## config.mk

```make
export PLATFORM = sky130hd
export DESIGN_NAME = transfer_sequencer
export DESIGN_NICKNAME = d
export VERILOG_FILES = /design/src/transfer_pkg.sv /design/src/supply_monitor.sv /design/src/transfer_sequencer.sv
export VERILOG_INCLUDE_DIRS = /design/src
export SDC_FILE = /design/constraint.sdc
export NUM_CORES = 1
export LEC_CHECK = 0
export ABC_AREA = 1
export BUFFER_PORTS_ARGS = -buffer_cell sky130_fd_sc_hd__buf_2
export CORE_MARGIN = 3
export CORE_UTILIZATION = 54
export CTS_BUF_LIST = sky130_fd_sc_hd__clkbuf_8 sky130_fd_sc_hd__clkbuf_16
export CTS_CLUSTER_DIAMETER = 120
export DETAILED_ROUTE_END_ITERATION = 10
export PLACE_DENSITY = 0.86
export REMOVE_ABC_BUFFERS = 1
export SETUP_SLACK_MARGIN = 0.02
export SLEW_MARGIN = 20
export SYNTH_ARGS = -nofsm -noshare
export SYNTH_HDL_FRONTEND = slang
export SYNTH_SLANG_ARGS = --single-unit
```

## constraint.sdc

```tcl
create_clock -name aclk -period 1.95 [get_ports aclk]
set_input_delay 0.0975 -clock aclk [delete_from_list [all_inputs] [get_ports aclk]]
set_output_delay 0.0975 -clock aclk [all_outputs]
set_load 0.005 [all_outputs]
```

## src/transfer_consts.svh

```systemverilog
// Constants of the automatic transfer sequencer: offsets, fields, resets, timing.
// Assumes inclusion by bare name from the package and the design files.
`ifndef TRANSFER_CONSTS_SVH
`define TRANSFER_CONSTS_SVH

// ----------------------------------------------------------------------
// Register byte offsets
// ----------------------------------------------------------------------
`define REG_CONTROL 12'h000
`define REG_STATUS 12'h004
`define REG_IRQ_STATUS 12'h008
`define REG_IRQ_MASK 12'h00c

// ----------------------------------------------------------------------
// Control register fields
// ----------------------------------------------------------------------
`define CTL_MANUAL 0
`define CTL_SELECT_GEN 1
`define CTL_BUTTON_ON 2
`define CTL_BUTTON_OFF 3
`define CTL_TEST 4
`define CTL_RESET 32'h0000_0000

// ----------------------------------------------------------------------
// Interrupt bit positions
// ----------------------------------------------------------------------
`define IRQ_NET_FAIL 0
`define IRQ_NET_BACK 1
`define IRQ_ON_GEN 2
`define IRQ_ON_NET 3
`define IRQ_WIDTH 4
`define IRQ_RESET 4'h0

// ----------------------------------------------------------------------
// Timing
// ----------------------------------------------------------------------
`define CLK_MHZ 200
`define TICK_US 1
`define TICK_CYCLES (`TICK_US * `CLK_MHZ)

`endif

```

## src/transfer_pkg.sv

```systemverilog
// Types of the automatic transfer sequencer.
// Assumes transfer_consts.svh is on the include path.
`include "transfer_consts.svh"

package transfer_pkg;

   // Sequencer states, one-hot
   typedef enum logic [7:0] {
      st_init = 8'h01,
      st_on_net = 8'h02,
      st_open_net = 8'h04,
      st_close_gen = 8'h08,
      st_on_gen = 8'h10,
      st_open_gen = 8'h20,
      st_close_net = 8'h40,
      st_manual = 8'h80
   } seq_state_t;

   // Field inputs from monitors and breaker contacts
   typedef struct packed {
      logic [2:0] net_phase_ok;
      logic [2:0] gen_phase_ok;
      logic net_breaker_closed;
      logic net_breaker_open;
      logic generator_breaker_closed;
      logic generator_breaker_open;
   } field_in_t;

   // Commands to the breakers, generator and selector
   typedef struct packed {
      logic net_breaker_close;
      logic net_breaker_trip;
      logic generator_breaker_close;
      logic generator_breaker_trip;
      logic generator_request;
      logic actuator_supply_selector;
   } field_out_t;

endpackage : transfer_pkg

```

## src/supply_monitor.sv

```systemverilog
// Three-phase supply monitor: reports the supply available as one digital level.
// Assumes phase inputs are synchronous to aclk.
`timescale 1ns/1ps
`default_nettype none

module supply_monitor
   import transfer_pkg::*;
(
   input wire logic aclk,
   input wire logic aresetn,
   input wire logic [2:0] phase_ok,
   output logic available
);

   // ----------------------------------------------------------------------
   // Availability
   // ----------------------------------------------------------------------
   // available only when all three phases are present
   always_ff @(posedge aclk)
   begin
      if (!aresetn)
         available <= 1'b0;
      else
         available <= &phase_ok;
   end

endmodule : supply_monitor

`default_nettype wire

```

## src/transfer_sequencer.sv

```systemverilog
// Automatic transfer sequencer between public net and generator, with AXI4-Lite registers.
// Assumes field inputs synchronous to aclk and a well-behaved AXI4-Lite master.
`timescale 1ns/1ps
`default_nettype none
`include "transfer_consts.svh"

module transfer_sequencer
   import transfer_pkg::*;
(
   input wire logic aclk,
   input wire logic aresetn,
   input wire logic [11:0] s_axi_awaddr,
   input wire logic s_axi_awvalid,
   output logic s_axi_awready,
   input wire logic [31:0] s_axi_wdata,
   input wire logic [3:0] s_axi_wstrb,
   input wire logic s_axi_wvalid,
   output logic s_axi_wready,
   output logic [1:0] s_axi_bresp,
   output logic s_axi_bvalid,
   input wire logic s_axi_bready,
   input wire logic [11:0] s_axi_araddr,
   input wire logic s_axi_arvalid,
   output logic s_axi_arready,
   output logic [31:0] s_axi_rdata,
   output logic [1:0] s_axi_rresp,
   output logic s_axi_rvalid,
   input wire logic s_axi_rready,
   input wire field_in_t field_in,
   output field_out_t field_out,
   output logic irq
);

   // ----------------------------------------------------------------------
   // Declarations
   // ----------------------------------------------------------------------
   seq_state_t state;
   seq_state_t next_state;
   logic net_ok;
   logic gen_ok;
   logic [31:0] control;
   logic [`IRQ_WIDTH-1:0] irq_status;
   logic [`IRQ_WIDTH-1:0] irq_mask;
   logic [`IRQ_WIDTH-1:0] events;
   logic [11:0] aw_addr;
   logic aw_held;
   logic [31:0] w_data;
   logic [3:0] w_strb;
   logic w_held;
   logic wr_fire;
   logic [31:0] wr_bytes;
   logic test_run;
   logic want_net_close;
   logic want_gen_close;
   logic want_net_trip;
   logic want_gen_trip;
   logic want_request;
   logic manual;
   logic settled;

   // ----------------------------------------------------------------------
   // Supply monitors
   // ----------------------------------------------------------------------
   // Net side monitor
   supply_monitor net_supply_monitor (
      .aclk(aclk),
      .aresetn(aresetn),
      .phase_ok(field_in.net_phase_ok),
      .available(net_ok)
   );

   // Generator side monitor
   supply_monitor generator_supply_monitor (
      .aclk(aclk),
      .aresetn(aresetn),
      .phase_ok(field_in.gen_phase_ok),
      .available(gen_ok)
   );

   // ----------------------------------------------------------------------
   // AXI4-Lite write path
   // ----------------------------------------------------------------------
   assign wr_fire = aw_held && w_held && !s_axi_bvalid;

   // Byte-lane mask from strobes
   genvar gi;
   generate
      for (gi = 0; gi < 4; gi = gi + 1)
      begin : g_lane
         assign wr_bytes[gi*8 +: 8] = {8{w_strb[gi]}};
      end
   endgenerate

   // Address and data capture, either order
   always_ff @(posedge aclk)
   begin
      if (!aresetn)
      begin
         aw_held <= 1'b0;
         w_held <= 1'b0;
         aw_addr <= 12'h000;
         w_data <= 32'h0000_0000;
         w_strb <= 4'h0;
         s_axi_awready <= 1'b0;
         s_axi_wready <= 1'b0;
      end
      else
      begin
         s_axi_awready <= !aw_held && !s_axi_awready;
         s_axi_wready <= !w_held && !s_axi_wready;
         if (s_axi_awvalid && s_axi_awready)
         begin
            aw_held <= 1'b1;
            aw_addr <= s_axi_awaddr;
         end
         if (s_axi_wvalid && s_axi_wready)
         begin
            w_held <= 1'b1;
            w_data <= s_axi_wdata;
            w_strb <= s_axi_wstrb;
         end
         if (wr_fire)
         begin
            aw_held <= 1'b0;
            w_held <= 1'b0;
         end
      end
   end

   // Write response, slverr for unmapped
   always_ff @(posedge aclk)
   begin
      if (!aresetn)
      begin
         s_axi_bvalid <= 1'b0;
         s_axi_bresp <= 2'b00;
      end
      else if (wr_fire)
      begin
         s_axi_bvalid <= 1'b1;
         s_axi_bresp <= (aw_addr == `REG_CONTROL || aw_addr == `REG_IRQ_STATUS
                         || aw_addr == `REG_IRQ_MASK) ? 2'b00 : 2'b10;
      end
      else if (s_axi_bready)
         s_axi_bvalid <= 1'b0;
   end

   // Control register; buttons self-clear after one cycle
   always_ff @(posedge aclk)
   begin
      if (!aresetn)
         control <= `CTL_RESET;
      else if (wr_fire && aw_addr == `REG_CONTROL)
         control <= (control & ~wr_bytes) | (w_data & wr_bytes);
      else
      begin
         control[`CTL_BUTTON_ON] <= 1'b0;
         control[`CTL_BUTTON_OFF] <= 1'b0;
      end
   end

   // Interrupt mask register
   always_ff @(posedge aclk)
   begin
      if (!aresetn)
         irq_mask <= `IRQ_RESET;
      else if (wr_fire && aw_addr == `REG_IRQ_MASK && w_strb[0])
         irq_mask <= w_data[`IRQ_WIDTH-1:0];
   end

   // Sticky status, write one clears, set wins
   always_ff @(posedge aclk)
   begin
      if (!aresetn)
         irq_status <= `IRQ_RESET;
      else if (wr_fire && aw_addr == `REG_IRQ_STATUS && w_strb[0])
         irq_status <= (irq_status & ~w_data[`IRQ_WIDTH-1:0]) | events;
      else
         irq_status <= irq_status | events;
   end

   // Level interrupt
   always_ff @(posedge aclk)
   begin
      if (!aresetn)
         irq <= 1'b0;
      else
         irq <= |(irq_status & irq_mask);
   end

   // ----------------------------------------------------------------------
   // AXI4-Lite read path
   // ----------------------------------------------------------------------
   always_ff @(posedge aclk)
   begin
      if (!aresetn)
      begin
         s_axi_arready <= 1'b0;
         s_axi_rvalid <= 1'b0;
         s_axi_rdata <= 32'h0000_0000;
         s_axi_rresp <= 2'b00;
      end
      else
      begin
         s_axi_arready <= !s_axi_rvalid && !s_axi_arready;
         if (s_axi_arvalid && s_axi_arready)
         begin
            s_axi_rvalid <= 1'b1;
            s_axi_rresp <= 2'b00;
            case (s_axi_araddr)
               `REG_CONTROL: s_axi_rdata <= control;
               `REG_STATUS: s_axi_rdata <= {16'h0000, state, 2'b00, test_run,
                  field_out.generator_request, field_in.generator_breaker_closed,
                  field_in.net_breaker_closed, gen_ok, net_ok};
               `REG_IRQ_STATUS: s_axi_rdata <= {28'h0000000, irq_status};
               `REG_IRQ_MASK: s_axi_rdata <= {28'h0000000, irq_mask};
               default:
               begin
                  s_axi_rdata <= 32'h0000_0000;
                  s_axi_rresp <= 2'b10;
               end
            endcase
         end
         else if (s_axi_rready)
            s_axi_rvalid <= 1'b0;
      end
   end

   // ----------------------------------------------------------------------
   // Sequencer
   // ----------------------------------------------------------------------
   assign manual = control[`CTL_MANUAL];
   assign test_run = control[`CTL_TEST];

   // Next state from monitors and contacts
   always_comb
   begin
      next_state = state;
      case (state)
         // state from monitors
         // Monitors show their reset value for one cycle; decide after that
         st_init:
            if (settled)
               next_state = net_ok ? st_close_net : st_open_net;
         st_on_net:
            if (!net_ok || test_run)
               next_state = st_open_net;
         st_open_net:
            if (field_in.net_breaker_open && gen_ok)
               next_state = st_close_gen;
         st_close_gen:
            if (field_in.generator_breaker_closed)
               next_state = st_on_gen;
         st_on_gen:
            if (net_ok && !test_run)
               next_state = st_open_gen;
         st_open_gen:
            if (field_in.generator_breaker_open)
               next_state = st_close_net;
         st_close_net:
            if (field_in.net_breaker_closed)
               next_state = st_on_net;
         st_manual: next_state = st_manual;
         default: next_state = st_init;
      endcase
      if (manual)
         next_state = st_manual;
      else if (state == st_manual)
         next_state = st_init;
   end

   // State register, and a flag that marks the monitors as settled
   always_ff @(posedge aclk)
   begin
      if (!aresetn)
      begin
         state <= st_init;
         settled <= 1'b0;
      end
      else
      begin
         state <= next_state;
         settled <= 1'b1;
      end
   end

   // Wanted commands per state
   always_comb
   begin
      want_net_close = state == st_close_net;
      want_gen_close = state == st_close_gen || state == st_on_gen;
      want_net_trip = state == st_open_net || state == st_close_gen || state == st_on_gen;
      want_gen_trip = state == st_open_gen || state == st_close_net || state == st_on_net;
      want_request = state == st_open_net || state == st_close_gen || state == st_on_gen
                     || state == st_open_gen
                     || (state == st_close_net && field_out.generator_request);
      // Buttons act as soon as manual is set, so a press in the entry write counts
      if (manual)
      begin
         want_net_close = !control[`CTL_SELECT_GEN] && control[`CTL_BUTTON_ON];
         want_net_trip = !control[`CTL_SELECT_GEN] && control[`CTL_BUTTON_OFF];
         want_gen_close = control[`CTL_SELECT_GEN] && control[`CTL_BUTTON_ON];
         want_gen_trip = control[`CTL_SELECT_GEN] && control[`CTL_BUTTON_OFF];
         want_request = field_out.generator_request;
      end
   end

   // Registered commands with close interlock
   always_ff @(posedge aclk)
   begin
      if (!aresetn)
         field_out <= '0;
      else
      begin
         field_out.net_breaker_close <= want_net_close && field_in.generator_breaker_open;
         field_out.generator_breaker_close <= want_gen_close && field_in.net_breaker_open
                                             && gen_ok;
         field_out.net_breaker_trip <= want_net_trip;
         field_out.generator_breaker_trip <= want_gen_trip;
         field_out.generator_request <= want_request;
         field_out.actuator_supply_selector <= gen_ok;
      end
   end

   // Interrupt events
   always_comb
   begin
      events = '0;
      events[`IRQ_NET_FAIL] = state == st_on_net && next_state == st_open_net;
      events[`IRQ_NET_BACK] = state == st_on_gen && next_state == st_open_gen;
      events[`IRQ_ON_GEN] = state == st_close_gen && next_state == st_on_gen;
      events[`IRQ_ON_NET] = state == st_close_net && next_state == st_on_net;
   end

endmodule : transfer_sequencer

`default_nettype wire

```

==> impl_metrics.yaml, run 1 <==
setup_path:
  critPathMaxFanout: 14
  startpoint_type: "register"
  rr_startpoint: "aw_addr[5]$_SDFFE_PN0P_"
  arrival_ps: 2140
  crit_path_end_kind: "register"
  ff2ff_path_depth: 8
  crit_type: "register to register"
  cp.required_ps: 2360
  r2r_slack_ps: 220
timing:
  holdWs_ps: 45.24
  finalSetupTns_ps: 0
  finalCritPeriodShare_pct: 88.68
  fin_skew_ps: 11.32
  fin_crit_ps: 1729
  drv_slew: 0
  finalHoldViolCount: 0
  max_slew.worst_pin.slew_ps: 612.0
  slew_headroom_pct: 59.20
  setup_violations: 0
  rsz0062_at_grt: "no"
  max_freq_mhz: 578.3
global_route:
  grt_pass1_vias: 5957
  grt_use_total_pct: 27.09
  grt_first_pass_wirelength_um: 27470
  grt_max_degree: 69
  antenna_found_initial: 1
  grt-ovfl-total: 0
final_layout:
  layout-drive-gt1-share_pct: 19.39
  antenna_cells: 0
  area_growth_pct: 31.29
  multiInputGateArea_um2: 2608
  fill_cells: 739
  seqCellArea_um2: 2943
  fin_nets: 1049
floorplanning:
  core_area_um2: 10510
  row_count: 37
  io-pin-count: 125
  die_x_um: 110.9
  dieHeight_um: 110.9
  die-area_um2: 12290
  floorplan.initialDensity_pct: 56.51
routing:
  drt-vias-per-instance: 5.457
  ant_nets: 0
  vias: 6117
  drtIter0Drc: 421
  wire_per_inst_um: 14.87
  drc: 0
  wl_um: 16670
  drt-pass1-iter-count: 5
synthesis:
  synth-seq-area-share_pct: 49.56
  synth_ff_type: "dfxtp_1"
  ys_ff_latch: 147
  yosysTopAreaCellShare_pct: 49.56
  async_flop_share_pct: 0
  yosys_warnings: 0
  synth_area_leader_cell: "dfxtp_1"
  netlist_instances: 797
  synth_enable_flop_cells: 0
  mappedNetlistArea_um2: 5938
  synth.area.top_cells: "dfxtp_1 50%, nand2_1 11%, nor2_1 7.5%"
  synthMostInstantiatedCell: "nand2_1"
  syn_area_per_cell_um2: 7.451
  netlist-cell-type-count: 35
  synthTopCellsByCount: "176 x nand2_1, 147 x dfxtp_1, 118 x nor2_1"
place:
  hpwlAfterDp_um: 10200
  place.port_buffers: 122
  gp_congestion: 0.9279
clock_network:
  cts_buffer_depth: 2
  cts.sink_count: 147
  numCtsBuffers: 17
  root_buffer: "clkbuf_8"
  htreeDepth: 4
  cts_tree: "done"
  clkLatencyLatePin_ps: 520
  clk_pin_slew_ps: 70
  cts_resized: 0
min_path:
  hold_path_depth: 5
  hold_start: "field_in[3]"
  hold_class: "input pin to register"
  hold_end: "state[1]$_SDFF_PN0_"
power:
  power.leakage_nw: 3.338
  power_density_nw_per_um2: 899.6
  peakVddDrop_v: 0.0005190
status:
  status: "completed"
run:
  max-cap-violations: 0
-- cells by family (layout without fill, tap and decap cells) --
kind of cell	Yosys count	after routing	share of synthesized area [%]
compound gates	173	173	14.90
buf+inv	87	274	6.595
flops	147	147	49.56
other cells	1	2	0.06315
simple gates	389	389	28.89
-- placed cells by master, fill, tap and decap left out, types with 11 or more instances in the layout --
cell           instances
clkbuf_16             16
nand2_1              176
o21ai_1               11
buf_2                122
buf_4                 13
dfxtp_1              147
inv_1                 43
dlygate4sd3_1         58
a21oi_1               88
nor2_1               118
nand3_1               64
o21ai_0               68
-- metrics by stage --
step | utilization [%] | total power [mW] | instances | worst slack (ps) | area, µm²
final | 74.19 | 7.013 | 1121 | 220.8 | 7796
after global routing | 74.19 | 7.239 | 1121 | 110.6 | 7796
after CTS | 74.19 | 6.982 | 1121 | 295.5 | 7796
after detailed placement | 63.08 | 3.743 | 1031 | 332.6 | 6629
after global placement | 63.08 | 3.727 | 1031 | 400.6 | 6629
after floorplan | - | 3.526 | 759 | 161.3 | 5731
-- worst max path at each step --
stage                                  start                            to  slack, ps  depth (start not counted)
finish               aw_addr[5]$_SDFFE_PN0P_                      register        220                          8
detailed placement   aw_addr[5]$_SDFFE_PN0P_                      register        330                          8
global placement     aw_addr[5]$_SDFFE_PN0P_                      register        400                          8
floorplan           s_axi_arready$_SDFF_PN0_  s_axi_rdata[10]$_SDFFE_PN0P_        160                          4
global route         aw_addr[5]$_SDFFE_PN0P_                      register        110                          8
CTS                  aw_addr[5]$_SDFFE_PN0P_                      register        300                          8
-- power breakdown --
group | internal (mW) | switching [mW]
combinational | 0.265 | 0.360
sequential | 3.10 | 0.0674
clock | 1.91 | 1.31
-- area by class of cell --
type                    count  area share, %
flip-flops and latches    147          37.75
clock buffers              19          5.665
multi-input cells         564          33.45
clock inverters            13          1.862
repair buffers            194          16.79
well taps                 136          2.183
inverters                  48          2.311
-- what timing repair did --
item	4_1_cts	5_1_grt
hold buffers	58	0
endpoints found under the hold margin	54	0
endpoints found under the setup margin	0	0
setup buffers	0	0
-- worst max-delay path, stage by stage (launching register included) --
cell and delay [ps]:
dfxtp_1 310, nor2_1 120, nand3_2 110, nor2_4 170
nand3_4 130, nor2_8 230, nand2_1 280, nand2_1 180
a21oi_1 80
-- layer usage --
metal	GRT usage, %	vias up	part of all wire, %
met5	0	-	0.060
met4	13.96	2	4.5
met3	7.096	76	9.5
met2	45.79	349	48
met1	31.53	2729	38
li1	-	2961	-
Power figures use the tool's default switching activity.
==> run 2: changes to the inputs <==
--- a/config.mk
+++ b/config.mk
@@ -10,7 +10,6 @@
 export BUFFER_PORTS_ARGS = -buffer_cell sky130_fd_sc_hd__buf_2
 export CORE_MARGIN = 3
 export CORE_UTILIZATION = 54
-export CTS_BUF_LIST = sky130_fd_sc_hd__clkbuf_8 sky130_fd_sc_hd__clkbuf_16
 export CTS_CLUSTER_DIAMETER = 120
 export DETAILED_ROUTE_END_ITERATION = 10
 export PLACE_DENSITY = 0.86
==> constraint.sdc (replaced) <==
create_clock -name aclk -period 1.82 [get_ports aclk]
set_input_delay 0.091 -clock aclk [delete_from_list [all_inputs] [get_ports aclk]]
set_output_delay 0.091 -clock aclk [all_outputs]
set_load 0.005 [all_outputs]
==> impl_metrics.yaml, run 2 (same netlist as run 1, synthesis figures left out) <==
place:
  gp_congestion: 0.9614
  place.port_buffers: 122
  hpwlAfterDp_um: 10140
routing:
  drtIter0Drc: 422
  vias: 6183
  drc: 0
  drt-pass1-iter-count: 7
  wire_per_inst_um: 15.17
  drt-vias-per-instance: 5.521
  ant_nets: 0
  wl_um: 16990
floorplanning:
  row_count: 37
  dieHeight_um: 110.9
  die_x_um: 110.9
  floorplan.initialDensity_pct: 56.51
  io-pin-count: 125
  die-area_um2: 12290
  core_area_um2: 10510
timing:
  max_slew.worst_pin.slew_ps: 655.2
  slew_headroom_pct: 55.99
  rsz0062_at_grt: "no"
  finalHoldViolCount: 0
  setup_violations: 0
  fin_crit_ps: 1711
  finalSetupTns_ps: 0
  max_freq_mhz: 584.4
  finalCritPeriodShare_pct: 94.02
  fin_skew_ps: 13.16
  drv_slew: 0
clock_network:
  cts.sink_count: 147
  root_buffer: "clkbuf_8"
  cts_buffer_depth: 2
  cts_tree: "done"
  htreeDepth: 4
  numCtsBuffers: 17
  clk_pin_slew_ps: 60
  postCtsSetupBuffers: 0
  clkLatencyLatePin_ps: 520
setup_path:
  r2r_slack_ps: 110
  ff2ff_path_depth: 7
  cp_slowest_cell: "dfxtp_1"
  critical-path-max-stage-delay_ps: 330
  rr_startpoint: "state[2]$_SDFF_PN0_"
  arrival_ps: 2160
  crit_start: "state[2]$_SDFF_PN0_"
  startpoint_type: "register"
  crit_chain: "inv_1 -> nand2_1 -> nor2_4 -> nand2_1 -> o21ai_0 -> nand4_1 -> a21oi_1"
  crit_type: "register to register"
  critPathMaxFanout: 9
  cp.required_ps: 2270
  crit_path_end_kind: "register"
  r2r_end: "irq_status[1]$_SDFF_PN0_"
  cp_common_cell: "nand2_1"
final_layout:
  fin_nets: 1048
  layout-drive-gt1-share_pct: 19.55
  final_common_cell: "nand2_1"
  layout_common_cells: "175 x nand2_1, 147 x dfxtp_1, 122 x buf_2, 118 x nor2_1, 88 x a21oi_1"
  fin_util_pct: 74.15
  fill_cells: 717
  area_growth_pct: 31.23
min_path:
  hold_path_depth: 5
  hold_class: "input pin to register"
  hold_start: "field_in[1]"
  hold_end: "state[4]$_SDFF_PN0_"
global_route:
  grt_max_degree: 43
  grt_pass1_vias: 6067
  grt-ovfl-total: 0
  grt_first_pass_wirelength_um: 27800
  grt_use_total_pct: 27.56
  antenna_found_initial: 2
power:
  power_density_nw_per_um2: 972.4
  power.leakage_nw: 3.327
  peakVddDrop_v: 0.0005957
status:
  status: "completed"
run:
  max-cap-violations: 0
-- run 2: through the flow --
stage / instances / worst slack, ps / power [mW] / cell area [µm²] / hold slack (ps)
floorplan: 759 / 31.35 / 3.778 / 5731 / 118.7
global placement: 1032 / 230.2 / 3.996 / 6636 / 330.5
detailed placement: 1032 / 209.5 / 4.013 / 6636 / 338.9
CTS: 1118 / 159.4 / 7.559 / 7785 / 6.072
global route: 1119 / 20.77 / 7.823 / 7790 / 54.76
finish: 1120 / 108.8 / 7.577 / 7792 / 28.24
-- run 2: how the worst max path moves through the flow --
stage                              endpoint  cells past startpoint
2_1_floorplan  s_axi_rdata[10]$_SDFFE_PN0P_                      4
3_3_place_gp                       register                      8
3_5_place_dp                       register                      8
4_1_cts                            register                      8
5_1_grt                            register                      8
6_report           irq_status[1]$_SDFF_PN0_                      7
-- run 2: critical path, delay by kind of cell, from the launching register on --
family	cells	cell delay [ps]
buffers and inverters	1	140
AOI/OAI and AO/OA	2	470
DFF	1	330
and+or+nand+nor	4	700
-- run 2: metal layers --
| layer | up-vias | track usage [%] | wire, µm |
|---|---|---|---|
| li1 | 2958 | - | - |
| met1 | 2806 | 31.88 | 6568 |
| met2 | 338 | 47.17 | 8174 |
| met3 | 79 | 6.550 | 1445 |
| met4 | 2 | 14.53 | 783 |
| met5 | - | 0 | 18 |
-- run 2: area by class of cell --
class	count	area, µm²	share of cell area (%)
diodes	2	5.005	0.06423
clock buffers	17	414.1	5.315
clock inverters	13	173.9	2.232
inverters	48	180.2	2.312
multi-input cells	564	2610	33.49
flip-flops and latches	147	2943	37.76
well taps	136	170.2	2.184
repair buffers	193	1296	16.63
-- run 2: where the power goes --
part	internal (mW)	leakage [nW]	switching (mW)
Sequential	3.32	1.19	0.0723
Clock	2.10	0.284	1.40
Combinational	0.282	1.85	0.396
Total	5.71	3.33	1.87
-- run 2: timing repair --
item,CTS,global route
hold buffers,56,0
gates resized for setup,0,1
hold endpoints to repair,54,0
endpoints found under the setup margin,0,1
==> run 3: changes to the inputs <==
--- a/config.mk
+++ b/config.mk
@@ -9,10 +9,10 @@
 export ABC_AREA = 1
 export BUFFER_PORTS_ARGS = -buffer_cell sky130_fd_sc_hd__buf_2
 export CORE_MARGIN = 3
-export CORE_UTILIZATION = 54
+export CORE_UTILIZATION = 45
 export CTS_CLUSTER_DIAMETER = 120
 export DETAILED_ROUTE_END_ITERATION = 10
-export PLACE_DENSITY = 0.86
+export PLACE_DENSITY = 0.75
 export REMOVE_ABC_BUFFERS = 1
 export SETUP_SLACK_MARGIN = 0.02
 export SLEW_MARGIN = 20
==> impl_metrics.yaml, run 3 (same netlist as run 1, synthesis figures left out) <==
floorplanning:
  die-area_um2: 14610
  io-pin-count: 125
  die_x_um: 120.9
  row_count: 41
  dieHeight_um: 120.9
  floorplan.initialDensity_pct: 46.49
  core_area_um2: 12770
final_layout:
  final_common_cell: "nand2_1"
  layout_common_cells: "176 x nand2_1, 147 x dfxtp_1, 122 x buf_2, 118 x nor2_1, 88 x a21oi_1"
  layout-drive-gt1-share_pct: 19.43
  fin_nets: 1047
  area_growth_pct: 31.42
setup_path:
  startpoint_type: "register"
  crit_start: "aw_addr[0]$_SDFFE_PN0P_"
  cp_slowest_cell: "dfxtp_1"
  crit_type: "register to register"
  crit_chain: "inv_1 -> nand2_1 -> nor2_1 -> nand3_4 -> nor2_8 -> nand2_1 -> nand2_1 -> a21oi_1"
  critical-path-max-stage-delay_ps: 290
  r2r_slack_ps: 230
  crit_path_end_kind: "register"
  rr_startpoint: "aw_addr[0]$_SDFFE_PN0P_"
  cp.required_ps: 2130
  path_delay_family: "simple AND/OR/NAND/NOR gates"
  arrival_ps: 1900
  cp_num_buf_inv: 1
  cp_common_cell: "nand2_1"
  critPathMaxFanout: 10
routing:
  wire_per_inst_um: 13.72
  drt-vias-per-instance: 5.031
  drc: 0
  drtIter0Drc: 344
  vias: 5816
  wl_um: 15860
  ant_nets: 0
  drt-pass1-iter-count: 5
global_route:
  grt_first_pass_wirelength_um: 25480
  grt-ovfl-total: 0
  grt_max_degree: 69
  grt_pass1_vias: 5369
  grt_use_total_pct: 21.94
  antenna_found_initial: 2
place:
  place_ws_ps: 261.9
  place.port_buffers: 122
  hpwlAfterDp_um: 10620
  gp_congestion: 0.8976
run:
  max-cap-violations: 0
power:
  power_frac_comb_pct: 9.1
  peakVddDrop_v: 0.0006519
  clockPowerShare_pct: 44.4
  switching_share_pct: 23.53
  cellInternalPower_mw: 5.576
  power.leakage_nw: 3.315
  p_sw_mw: 1.715
  seq_power_share_pct: 46.5
  power_density_nw_per_um2: 934.4
timing:
  finalCritPeriodShare_pct: 87.58
  slew_headroom_pct: 62.78
  drv_slew: 0
  finalHoldViolCount: 0
  fin_crit_ps: 1594
  fin_skew_ps: 4.676
  worst_slack_ps: 226.0
  finalSetupTns_ps: 0
  max_freq_mhz: 627.3
  rsz0062_at_grt: "no"
  setup_violations: 0
  max_slew.worst_pin.slew_ps: 554.1
status:
  status: "completed"
min_path:
  hold_start: "field_in[2]"
  hold_class: "input pin to register"
clock_network:
  numCtsBuffers: 17
  cts_resized: 0
  cts_buffer_depth: 2
  clk_pin_slew_ps: 50
  root_buffer: "clkbuf_16"
  htreeDepth: 4
  cts.sink_count: 147
  clkLatencyLatePin_ps: 420
  cts_tree: "done"
run 3: cell types whose count changed in the layout (fill, tap and decap cells not counted), moves of 2 or more:
| cell | previous run | this run |
|---|---|---|
| clkinv_2 | 1 | 6 |
| inv_6 | 5 | 0 |
| bufinv_16 | 3 | 1 |
| clkbuf_1 | 0 | 2 |
| clkbuf_8 | 1 | 3 |
run 3: tightest hold or removal path, stage by stage:
cell and delay [ps]:
buf_2 100, nand2_1 120, nor3_1 70
run 3: cell type report:
class                           instances  area [µm²]
Fill cell                            1171        4970
Sequential cell                       147        2943
Clock inverter                         10       82.58
Tap cell                              172       215.2
Clock buffer                           22       474.2
Inverter                               48       180.2
Timing Repair Buffer                  192        1299
Multi-Input combinational cell        564        2608
Antenna cell                            1       2.502
run 3: routing by layer:
metal,vias to the layer above,share of wire (%),track usage [%],wire (µm)
met1,2633,43,27.43,6895
met2,189,48,35.88,7547
met5,-,0.082,0,13
met4,2,2.2,8.144,342
li1,2961,-,-,-
met3,31,6.7,6.434,1058
run 3: path summary, 6_finish.rpt:
path | endpoint | depth (start not counted)
max | register | 8
min | field_out[3]$_SDFF_PN0_ | 3
max reg2reg | register | 8
min reg2reg | aw_addr[1]$_SDFFE_PN0P_ | 2
run 3: timing repair:
| action | 4_1_cts | 5_1_grt |
|---|---|---|
| setup buffers | 0 | 0 |
| hold buffers | 55 | 0 |
| hold endpoints to repair | 53 | 0 |
run 3: power by group through the flow:
stage / combinational [mW] / clock [mW] / sequential (mW)
floorplan: 0.334 / 0 / 3.44
global placement: 0.558 / 0 / 3.45
detailed placement: 0.565 / 0 / 3.46
CTS: 0.660 / 3.29 / 3.39
global route: 0.741 / 3.44 / 3.40
finish: 0.664 / 3.24 / 3.39
run 3: stage by stage:
| step | std cells | total power, mW | instance area [µm²] | util [%] | hold WS, ps |
|---|---|---|---|---|---|
| finish | 1156 | 7.291 | 7804 | 61.09 | 15.81 |
| global route | 1156 | 7.579 | 7804 | 61.09 | 21.77 |
| floorplan | 759 | 3.778 | 5731 | - | 118.7 |
| global placement | 1068 | 4.012 | 6694 | 52.40 | 329.4 |
| CTS | 1155 | 7.332 | 7801 | 61.07 | 7.357 |
| detailed placement | 1068 | 4.020 | 6694 | 52.40 | 333.6 |
